### src/pkg/pir_params.svh
`ifndef PIR_PARAMS_SVH
`define PIR_PARAMS_SVH

// ----------------------------------------------------------------
// parameter block word offsets
// ----------------------------------------------------------------
`define PIR_W_CODE      5'h00
`define PIR_W_OPTS      5'h01
`define PIR_W_STATUS    5'h02
`define PIR_W_VECT      5'h04
`define PIR_W_LEVEL     5'h05
`define PIR_W_PRN       5'h0e
`define PIR_W_LAST      5'h15

// ----------------------------------------------------------------
// command codes and field positions
// ----------------------------------------------------------------
`define PIR_CMD_PRN_INIT 16'h004a
`define PIR_CMD_RESTART  16'h004b
`define PIR_OPT_IE       0
`define PIR_PRN_BUF      13
`define PIR_PRN_ODD      14
`define PIR_PRN_RST      15
`define PIR_OPTS_KEEP    16'h0001
`define PIR_LEVEL_KEEP   16'h0007
`define PIR_PRN_KEEP     16'he0ff
`define PIR_MASK_PARITY  4'hf
`define PIR_MASK_STROBE  4'h7

// ----------------------------------------------------------------
// return status values
// ----------------------------------------------------------------
`define PIR_ST_OK        16'h0000
`define PIR_ST_BAD_CMD   16'h0001
`define PIR_ST_BAD_LEVEL 16'h0002
`define PIR_ST_BAD_QUEUE 16'h0003

// ----------------------------------------------------------------
// host register map
// ----------------------------------------------------------------
`define PIR_R_CTRL      6'h20
`define PIR_R_STAT      6'h21
`define PIR_R_RET       6'h22
`define PIR_R_IRQ       6'h23
`define PIR_CTRL_GO     15

`endif

### src/pkg/pir_pkg.sv
package pir_pkg;
	typedef logic [15:0] pir_word_t;
	typedef logic [4:0]  pir_idx_t;
	typedef enum {
		PIR_IDLE, PIR_DECODE, PIR_PRN, PIR_RS_SCSI, PIR_RS_FLUSH, PIR_RS_REWIND, PIR_POST
	} pir_state_t;
endpackage : pir_pkg

### src/pkg/pir_if.sv
`timescale 1ns/100ps
interface pir_if;
	import pir_pkg::*;
	logic       wordWr;
	pir_idx_t   wordIdx;
	pir_word_t  wordData;
	logic       submit;
	logic [7:0] queueNum;
	logic       masterEntry;
	logic       busy;
	logic       done;
	pir_word_t  retStatus;
	logic       irqReq;
	logic [2:0] irqLevel;
	logic [7:0] irqVector;
	logic       irqAck;

	modport dev (
		input  wordWr, wordIdx, wordData, submit, queueNum, masterEntry, irqAck,
		output busy, done, retStatus, irqReq, irqLevel, irqVector
	);
	modport host (
		output wordWr, wordIdx, wordData, submit, queueNum, masterEntry, irqAck,
		input  busy, done, retStatus, irqReq, irqLevel, irqVector
	);
endinterface : pir_if

### src/hw/pir_dev.sv
// Behaviour
// - code 0x4A decodes as printer port init
// - options bit 0 gates completion interrupt
// - host zeroes all reserved bits
// - error vector low byte, normal high
// - level bits 0-2; zero only without interrupt
// - enable bits gate status-change interrupts
// - parity type: cable, parity, online, ready
// - strobe type: paper empty, select, fault
// - status lines are active high
// - bit 13 asserts flush or init line
// - line held until init with bit clear
// - bit 14 parity odd, parity type only
// - bit 15 resets the printer port
// - print accepted after init status returned
// - 16-bit return status, zero is success
// - code 0x4B decodes as soft restart
// - restart order: scsi, flush, rewind, post
// - restart keeps init parameters and queue mode
// - restart only via master entry, queue 0
// - host may request sense after restart
// - status vector from init block word 2
// - printer queue first gets init command
`timescale 1ns/100ps
`include "pir_params.svh"
module pir_dev #(
	parameter int LINES = 4
) (
	input  wire logic             clk,
	input  wire logic             rst,
	pir_if.dev                    link,
	input  wire logic             prnParityType,
	input  wire logic [LINES-1:0] prnLines,
	input  wire logic [7:0]       ctrlInitWord2,
	input  wire logic             queueModeIn,
	input  wire logic             statusAck,
	output logic [LINES-1:0]      prnStatus,
	output logic                  statusIrq,
	output logic [7:0]            statusVector,
	output logic                  bufFlushOrInit,
	output logic                  parityOdd,
	output logic                  prnPortRst,
	output logic                  printReady,
	output logic                  scsiPortRst,
	output logic                  flushPending,
	output logic                  queuePtrRewind,
	output logic                  queueModeActive
);
	import pir_pkg::*;

	pir_word_t         pb [0:21];
	pir_state_t        state;
	pir_word_t         status;
	logic [LINES-1:0]  sync1;
	logic [LINES-1:0]  sync2;
	logic [LINES-1:0]  sync3;
	logic [LINES-1:0]  stable;
	logic [LINES-1:0]  statusEnable;
	logic [LINES-1:0]  changed;
	logic [LINES-1:0]  typeMask;
	logic [7:0]        subQueue;
	logic              subMaster;
	logic              ieBit;

	assign ieBit    = pb[`PIR_W_OPTS][`PIR_OPT_IE];
	assign typeMask = prnParityType ? LINES'(`PIR_MASK_PARITY)
	                                : LINES'(`PIR_MASK_STROBE);

	// ----------------------------------------------------------------
	// parameter block store
	// ----------------------------------------------------------------
	always_ff @(posedge clk) begin
		if (link.wordWr && state == PIR_IDLE && link.wordIdx <= `PIR_W_LAST) begin
			pb[link.wordIdx] <= link.wordData;
		end else if (state == PIR_POST) begin
			pb[`PIR_W_STATUS] <= status;
		end
	end

	// ----------------------------------------------------------------
	// command sequencer
	// ----------------------------------------------------------------
	always_ff @(posedge clk) begin
		if (rst) begin
			state     <= PIR_IDLE;
			status    <= `PIR_ST_OK;
			subQueue  <= 8'h00;
			subMaster <= 1'b0;
		end else begin
			unique case (state)
				PIR_IDLE: begin
					if (link.submit) begin
						subQueue  <= link.queueNum;
						subMaster <= link.masterEntry;
						state     <= PIR_DECODE;
					end
				end
				PIR_DECODE: begin
					state <= PIR_POST;
					if (ieBit && pb[`PIR_W_LEVEL][2:0] == 3'h0) begin
						status <= `PIR_ST_BAD_LEVEL;
					end else if (pb[`PIR_W_CODE] == `PIR_CMD_PRN_INIT) begin
						status <= `PIR_ST_OK;
						state  <= PIR_PRN;
					end else if (pb[`PIR_W_CODE] == `PIR_CMD_RESTART) begin
						if (subMaster && subQueue == 8'h00) begin
							status <= `PIR_ST_OK;
							state  <= PIR_RS_SCSI;
						end else begin
							status <= `PIR_ST_BAD_QUEUE;
						end
					end else begin
						status <= `PIR_ST_BAD_CMD;
					end
				end
				PIR_PRN:       state <= PIR_POST;
				PIR_RS_SCSI:   state <= PIR_RS_FLUSH;
				PIR_RS_FLUSH:  state <= PIR_RS_REWIND;
				PIR_RS_REWIND: state <= PIR_POST;
				PIR_POST:      state <= PIR_IDLE;
			endcase
		end
	end

	// ----------------------------------------------------------------
	// restart strobes, one per step so the order is visible outside
	// ----------------------------------------------------------------
	always_ff @(posedge clk) begin
		if (rst) begin
			scsiPortRst    <= 1'b0;
			flushPending   <= 1'b0;
			queuePtrRewind <= 1'b0;
		end else begin
			scsiPortRst    <= state == PIR_RS_SCSI;
			flushPending   <= state == PIR_RS_FLUSH;
			queuePtrRewind <= state == PIR_RS_REWIND;
		end
	end

	// queue mode follows its source only; a restart never touches it
	always_ff @(posedge clk) begin
		if (rst) begin
			queueModeActive <= 1'b0;
		end else begin
			queueModeActive <= queueModeIn;
		end
	end

	// ----------------------------------------------------------------
	// printer port configuration
	// ----------------------------------------------------------------
	always_ff @(posedge clk) begin
		if (rst) begin
			statusEnable   <= '0;
			bufFlushOrInit <= 1'b0;
			parityOdd      <= 1'b0;
			prnPortRst     <= 1'b0;
			printReady     <= 1'b1;
		end else begin
			prnPortRst <= 1'b0;
			if (state == PIR_PRN) begin
				statusEnable   <= pb[`PIR_W_PRN][LINES-1:0] & typeMask;
				bufFlushOrInit <= pb[`PIR_W_PRN][`PIR_PRN_BUF];
				if (prnParityType) begin
					parityOdd <= pb[`PIR_W_PRN][`PIR_PRN_ODD];
				end
				if (pb[`PIR_W_PRN][`PIR_PRN_RST]) begin
					prnPortRst <= 1'b1;
					printReady <= 1'b0;
				end
			end else if (state == PIR_POST) begin
				printReady <= 1'b1;
			end
		end
	end

	// ----------------------------------------------------------------
	// status line synchroniser and change detect
	// ----------------------------------------------------------------
	always_ff @(posedge clk) begin
		if (rst) begin
			sync1  <= '0;
			sync2  <= '0;
			sync3  <= '0;
			stable <= '0;
		end else begin
			sync1 <= prnLines;
			sync2 <= sync1;
			sync3 <= sync2;
			if (sync2 == sync3) begin
				stable <= sync3;
			end
		end
	end

	assign changed = (sync2 == sync3) ? (sync3 ^ stable) & statusEnable : '0;

	always_ff @(posedge clk) begin
		if (rst) begin
			prnStatus    <= '0;
			statusIrq    <= 1'b0;
			statusVector <= 8'h00;
		end else begin
			prnStatus    <= stable;
			statusVector <= ctrlInitWord2;
			if (|changed) begin
				statusIrq <= 1'b1;
			end else if (statusAck) begin
				statusIrq <= 1'b0;
			end
		end
	end

	// ----------------------------------------------------------------
	// completion answer and interrupt
	// ----------------------------------------------------------------
	always_ff @(posedge clk) begin
		if (rst) begin
			link.busy      <= 1'b0;
			link.done      <= 1'b0;
			link.retStatus <= `PIR_ST_OK;
			link.irqReq    <= 1'b0;
			link.irqLevel  <= 3'h0;
			link.irqVector <= 8'h00;
		end else begin
			link.busy <= (state != PIR_IDLE && state != PIR_POST) || link.submit;
			link.done <= state == PIR_POST;
			if (state == PIR_POST) begin
				link.retStatus <= status;
			end
			if (state == PIR_POST && ieBit) begin
				link.irqReq   <= 1'b1;
				link.irqLevel <= pb[`PIR_W_LEVEL][2:0];
				link.irqVector <= (status == `PIR_ST_OK) ? pb[`PIR_W_VECT][15:8]
				                                        : pb[`PIR_W_VECT][7:0];
			end else if (link.irqAck) begin
				link.irqReq <= 1'b0;
			end
		end
	end
endmodule : pir_dev

### src/flat_wrapper.sv
// flat-port wrapper written by rule: the top's interface ports become plain ports
module pir_dev_flat import pir_pkg::*;
#(
	parameter int LINES = 4
)
  (clk, rst, prnParityType, prnLines, ctrlInitWord2, queueModeIn, statusAck, prnStatus, statusIrq, statusVector, bufFlushOrInit, parityOdd, prnPortRst, printReady, scsiPortRst, flushPending, queuePtrRewind, queueModeActive, link_wordWr, link_wordIdx, link_wordData, link_submit, link_queueNum, link_masterEntry, link_irqAck, link_busy, link_done, link_retStatus, link_irqReq, link_irqLevel, link_irqVector);
  pir_if link_i ();
  input  wire logic clk;
  input  wire logic rst;
  input  wire logic prnParityType;
  input  wire logic [LINES-1:0] prnLines;
  input  wire logic [7:0] ctrlInitWord2;
  input  wire logic queueModeIn;
  input  wire logic statusAck;
  output logic [LINES-1:0] prnStatus;
  output logic statusIrq;
  output logic [7:0] statusVector;
  output logic bufFlushOrInit;
  output logic parityOdd;
  output logic prnPortRst;
  output logic printReady;
  output logic scsiPortRst;
  output logic flushPending;
  output logic queuePtrRewind;
  output logic queueModeActive;
  input wire logic [$bits(link_i.wordWr)-1:0] link_wordWr;
  input wire logic [$bits(link_i.wordIdx)-1:0] link_wordIdx;
  input wire logic [$bits(link_i.wordData)-1:0] link_wordData;
  input wire logic [$bits(link_i.submit)-1:0] link_submit;
  input wire logic [$bits(link_i.queueNum)-1:0] link_queueNum;
  input wire logic [$bits(link_i.masterEntry)-1:0] link_masterEntry;
  input wire logic [$bits(link_i.irqAck)-1:0] link_irqAck;
  output wire logic [$bits(link_i.busy)-1:0] link_busy;
  output wire logic [$bits(link_i.done)-1:0] link_done;
  output wire logic [$bits(link_i.retStatus)-1:0] link_retStatus;
  output wire logic [$bits(link_i.irqReq)-1:0] link_irqReq;
  output wire logic [$bits(link_i.irqLevel)-1:0] link_irqLevel;
  output wire logic [$bits(link_i.irqVector)-1:0] link_irqVector;
  assign link_i.wordWr = link_wordWr;
  assign link_i.wordIdx = link_wordIdx;
  assign link_i.wordData = link_wordData;
  assign link_i.submit = link_submit;
  assign link_i.queueNum = link_queueNum;
  assign link_i.masterEntry = link_masterEntry;
  assign link_i.irqAck = link_irqAck;
  assign link_busy = link_i.busy;
  assign link_done = link_i.done;
  assign link_retStatus = link_i.retStatus;
  assign link_irqReq = link_i.irqReq;
  assign link_irqLevel = link_i.irqLevel;
  assign link_irqVector = link_i.irqVector;
  pir_dev #(.LINES(LINES)) u_core (.clk(clk), .rst(rst), .link(link_i), .prnParityType(prnParityType), .prnLines(prnLines), .ctrlInitWord2(ctrlInitWord2), .queueModeIn(queueModeIn), .statusAck(statusAck), .prnStatus(prnStatus), .statusIrq(statusIrq), .statusVector(statusVector), .bufFlushOrInit(bufFlushOrInit), .parityOdd(parityOdd), .prnPortRst(prnPortRst), .printReady(printReady), .scsiPortRst(scsiPortRst), .flushPending(flushPending), .queuePtrRewind(queuePtrRewind), .queueModeActive(queueModeActive));
endmodule
### config.mk
export PLATFORM = sky130hd
export DESIGN_NAME = pir_dev_flat
export DESIGN_NICKNAME = d
export VERILOG_FILES = /design/src/pkg/pir_pkg.sv /design/src/pkg/pir_if.sv /design/src/hw/pir_dev.sv /design/src/flat_wrapper.sv
export VERILOG_INCLUDE_DIRS = /design/src /design/src/pkg
export SDC_FILE = /design/constraint.sdc
export NUM_CORES = 1
export LEC_CHECK = 0
export BUFFER_PORTS_ARGS = -buffer_cell sky130_fd_sc_hd__buf_2
export CORE_MARGIN = 1.5
export CORE_UTILIZATION = 55
export CTS_BUF_LIST = sky130_fd_sc_hd__clkbuf_8
export CTS_CLUSTER_SIZE = 40
export DETAILED_ROUTE_END_ITERATION = 12
export HOLD_SLACK_MARGIN = 0.1
export PLACE_DENSITY = 0.82
export SLEW_MARGIN = 5
export SYNTH_ARGS = -nofsm -noshare
export SYNTH_HDL_FRONTEND = slang
export SYNTH_SLANG_ARGS = --single-unit
### constraint.sdc
create_clock -name clk -period 3 [get_ports clk]
set_input_delay 0.15 -clock clk [delete_from_list [all_inputs] [get_ports clk]]
set_output_delay 0.15 -clock clk [all_outputs]
set_load 0.02 [all_outputs]
After elaboration in Yosys (flattened, before gate mapping)
Memories as Yosys holds them, arrays and structs flattened.
Index checks and enable logic that the tools add are counted.
Widths: inputs -> output; s select.
{"block": "word_totals", "ff_bits": 128, "ramBits": 352, "out_inout_bits": 51, "word_cells": 101, "n_memories": 1}
{"block": "op_classes", "n_lt_le_gt_ge": 1, "n_eq_ne": 17, "n_mux": 29, "n_bitwise": 4, "n_reduce_logical": 23}
{"name": "u_core.pb", "depth": 22, "word_bits": 16, "read_ports": 5, "rd_clocked_by_memory_dff": 0, "write_ports": 1, "line_no": "pir_dev.sv:51", "text": "pir_word_t pb [0:21];"}
{"cell": "$pmux 32 s6", "count": 1}
{"cell": "$eq 32x3->1 const B", "count": 5}
{"cell": "$mux 32", "count": 4}
{"cell": "$eq 32x4->1 const B", "count": 3}
{"cell": "$eq 32x2->1 const B", "count": 2}
{"cell": "$logic_not 32->1", "count": 2}
{"cell": "$mux 16", "count": 3}
{"cell": "$eq 16x7->1 const B", "count": 2}
{"cell": "$eq 32x1->1 const B", "count": 1}
{"cell": "$ne 32x4->1 const B", "count": 1}
{"cell": "$reduce_bool 32->1", "count": 1}
{"cell": "$logic_not 16->1", "count": 1}
{"cell": "$reduce_or 16->1", "count": 1}
{"cell": "$mux 1", "count": 14}
{"cell": "$and 4x4->4", "count": 2}
{"cell": "$logic_not 8->1", "count": 1}
{"cell": "$mux 4", "count": 2}
{"cell": "$mux 8", "count": 1}
{"cell": "$logic_and 1x1->1", "count": 6}
{"cell": "$reduce_and 2->1", "count": 3}
{"cell": "$reduce_bool 2->1", "count": 3}
{"cell": "$le 5x5->1 const B", "count": 1}
{"cell": "$mux 5", "count": 1}
{"cell": "$eq 4x4->1", "count": 1}
{"cell": "9 further kinds", "count": 12}

Depth between registers and ports, before layout
{"block": "depth", "ltp_word": 7, "depth_mapped": 5, "mapped_depth_nobuf": 4}

Worst setup path before layout
OpenSTA, ideal clock, no wires.
{"block": "synth_path", "kind": "register to register", "startpoint": "reg u_core.state[0]", "endpoint": "mem u_core.pb[0][0] in the netlist's numbering, enable pin", "t_arrival_ns": 2.191, "required_ns": 2.591, "slack_ns": 0.400, "path_stages_with_launch": 5, "n_path_buf": 0, "period_less_slack_ns": 2.600, "cell_sequence": "dfxtp_1 > nor3_2 > nand3b_1 > or3_1 > nor3_1"}
{"block": "synth_between", "elab_chain_len": 7, "word_cells_on_any_way": 12, "classes_between": "1 x eq/ne; 7 x mux; 4 x reduce/logical"}
{"element": "start: declaration", "line_no": "pir_dev.sv:52", "text": "pir_state_t state;"}
{"element": "start signal: assignment", "line_no": "pir_dev.sv:85", "text": "state <= PIR_IDLE;"}
{"element": "start signal: assignment", "line_no": "pir_dev.sv:95", "text": "state <= PIR_DECODE;"}
{"element": "start signal: assignment", "line_no": "pir_dev.sv:99", "text": "state <= PIR_POST;"}
{"element": "$logic_not 32->1", "line_no": "pir_dev.sv:73", "text": "if (link.wordWr && state == PIR_IDLE && link.wordIdx <= `PIR_W_LAST) begin"}
{"element": "$logic_and 1x1->1", "line_no": "pir_dev.sv:73"}
{"element": "$logic_and 1x1->1 (no source line)"}
{"element": "$mux 1", "line_no": "pir_dev.sv:73"}
{"element": "$mux 1", "line_no": "pir_dev.sv:76", "text": "pb[`PIR_W_STATUS] <= status;"}
{"element": "$reduce_or 16->1 (no source line)"}
{"element": "$mux 5 (no source line) / $mux 1 (equally long branches)"}
{"element": "end: declaration", "line_no": "pir_dev.sv:51"}
Several ways; a longest one is shown, not always the timed one.

Worst setup path in the final report
{"block": "layout_path", "startpoint": "reg u_core.state[0]", "endpoint": "mem u_core.pb[14][1] in the netlist's numbering, enable pin"}
The elaborated chain is that of the path after synthesis.

==> reports/results.txt <==
die height: 90.1 microns
wire length per cell: 14.3 microns
Ports: 101
XOR/XNOR Fraction of Synth Area: 1.68%
leading cell type by number of instances after synthesis: dfxtp_1
Num CTS Buffers: 17
setup TNS: 0 ps
setup violation total in the final timing report: 0
Reg clk slew, reported paths: 60 ps
max frequency: 0.459 GHz
Core Area: 0.00729 sq mm
Slew Viols, Final: 0
pwr/cell area: 701 mW/mm^2
final wirelength: 8.60 mm
Mapped Avg Cell Area: 11.5 sq um
Worst-Margin Slew: 990 ps
vias: 3040
Post-synth top flop: dfxtp_1
register area share after synthesis: 65.1%
CTS tree: built
Synth warnings: 0
DIE AREA: 0.00811 sq mm
global-route wire length before repair: 14.2 mm
drt first pass iters: 4
fillcell total: 498
synthesized area: 0.00417 sq mm
Compound-Gate Fraction of Synth Area: 7.38%
crit path max fanout: 14
mux contribution to synthesized area: 2.16%
final core occ: 75.0%
Via density: 5.04
Worst Hold Class: primary input to register
Critical Path Start Type: register
Starting Density: 57.2%
status: complete, no violations
R2R depth: 3
RSZ-0062 raised after global routing: false
initial antenna violation count: 0
Setup Buffers After CTS: 0
vias in the first global route: 3048
top cells by area, synth: dfxtp_1, edfxtp_1, nand2_1
Max clock buf depth: 2
Max Cap Viol: 0
final non-filler cell area: 0.00547 sq mm
htree depth: 4
Worst setup EP type: register
Non-Filler Instances: 603
fin nets: 541
Cell Rows: 31
worst r2r src: u_core.state[0]
Yosys reg bits: 114
worst hold slack: 103 ps
largest net degree at the start of global routing: 47
GP Congestion: 0.809
layout cells sized above 1: 25.0%
final hold violation count: 0
placed cell count: 535
worst hold start: link_wordData[3]
period utilisation layout: 72.6%
area share of fa/ha/maj cells after synthesis: 0%
placed cell area: 0.00463 sq mm
initial DRC count: 142
Post-synth top cells: dfxtp_1, nand2_1, edfxtp_1, nor2_1, nor2b_1
Root Driver: clkbuf_8
Worst Skew: 8.55 ps
worst skew pair latency: 410 ps
Simple-Gate Fraction of Synth Area: 19.2%
Worst slew margin: 33.5%
final worst path period need: 2180 ps
clk sinks: 114
Layout area overhead: 31.2%
post-CTS sizing: 0
leading area contributor after synthesis: dfxtp_1
Total Routing Usage GR: 22.5%
CP Launch Point: u_core.state[0]
Hold Path Stages: 2
Synth async-reset ratio: 0%
Leak: 2.26 nW
CP required: 3030 ps
ant diodes: 0
Chip Width: 90.1 microns
final antenna-violating net count: 0
# DRC: 0
Worst Path Arrival: 2210 ps
Synth top area share: 34.1%
total gr overflow: 0
port bufs: 86
CP Class: register to register
largest family of logic cells by synthesized area: simple AND/OR/NAND/NOR gates
maximum vdd drop: 0.452 mV
Syn Inst Count: 364
EDFF count, synth: 43
Netlist cell types: 40
HPWL Detailed: 5.68 mm
per-stage QoR:
step	worst slack [ps]	total power, mW
final	822	3.84
after global routing	588	3.98
after CTS	791	3.85
after detailed placement	852	2.12
after global placement	1070	2.10
after floorplan	400	2.02
path summary, 6_finish.rpt:
path,endpoint,slack [ps]
setup / recovery,u_core.pb[14][1],820
hold / removal,u_core.pb[14][3],100
setup reg to reg,u_core.pb[14][1],820
hold reg to reg,u_core.sync2[1],440
where the power goes:
group | switching (mW) | leakage (nW) | total [mW] | internal, mW
combinational | 0.216 | 1.04 | 0.380 | 0.164
clock | 0.582 | 0.251 | 1.71 | 1.13
sequential | 0.0670 | 0.967 | 1.74 | 1.68
total | 0.865 | 2.26 | 3.84 | 2.97
per-layer routing:
metal,vias to the layer above,routed length (microns),GRT usage [%]
met5,-,0,0
met4,0,163,7.80
met1,1430,3770,28.0
met3,17,496,7.53
li1,1482,-,-
met2,111,4170,36.6
critical path: stages, from the launching register on:
cell,delay (ps)
dfxtp_1,430
nor3_2,340
nand3b_1,190
nor3_1,840
cell usage in the layout (no fill, tap or decap), drive strengths merged, types with 3 or more instances in the layout:
cell,netlist,final
clkinv,0,3
nand3,4,4
conb,1,14
dlygate4sd3,0,36
a21oi,21,21
o21ai,11,11
nand2,47,47
xor2,8,8
buf,19,89
mux2i,9,9
bufinv,0,6
edfxtp,43,43
nor3b,4,4
clkbuf,11,20
nor3,8,8
nor2,26,26
and2,16,16
nor2b,25,25
dfxtp,71,71
nand2b,4,4
inv,3,5
a311oi,8,8
nand3b,3,3
nor4,5,5
logic make-up after synthesis:
family | count (synthesis)
and+or+nand+nor | 150
DFF | 114
AOI/OAI and AO/OA | 49
buffers and inverters | 33
muxes | 9
xor gates and xnor gates | 8
other | 1
cell type report:
cell class	count	area [sq um]	area share, %
flip-flops and latches	114	2710	49.6
clock buffers	20	275	5.03
clock inverters	12	210	3.84
inverters	3	11.3	0.206
well taps	99	124	2.26
repair buffers	125	813	14.9
multi-input cells	230	1330	24.2
state kept, by name, indices dropped and copies added (netlist names), 8 cells and up:
signal                 cells
u_core.subQueue            8
u_core.pb                 43
u_core.statusVector        8
u_core.link.irqVector      8
what timing repair did:
item	in CTS	in global routing
hold endpoints to repair	46	0
setup endpoints to repair	0	0
hold buffers	36	0
(Power assumes the default switching activity.)
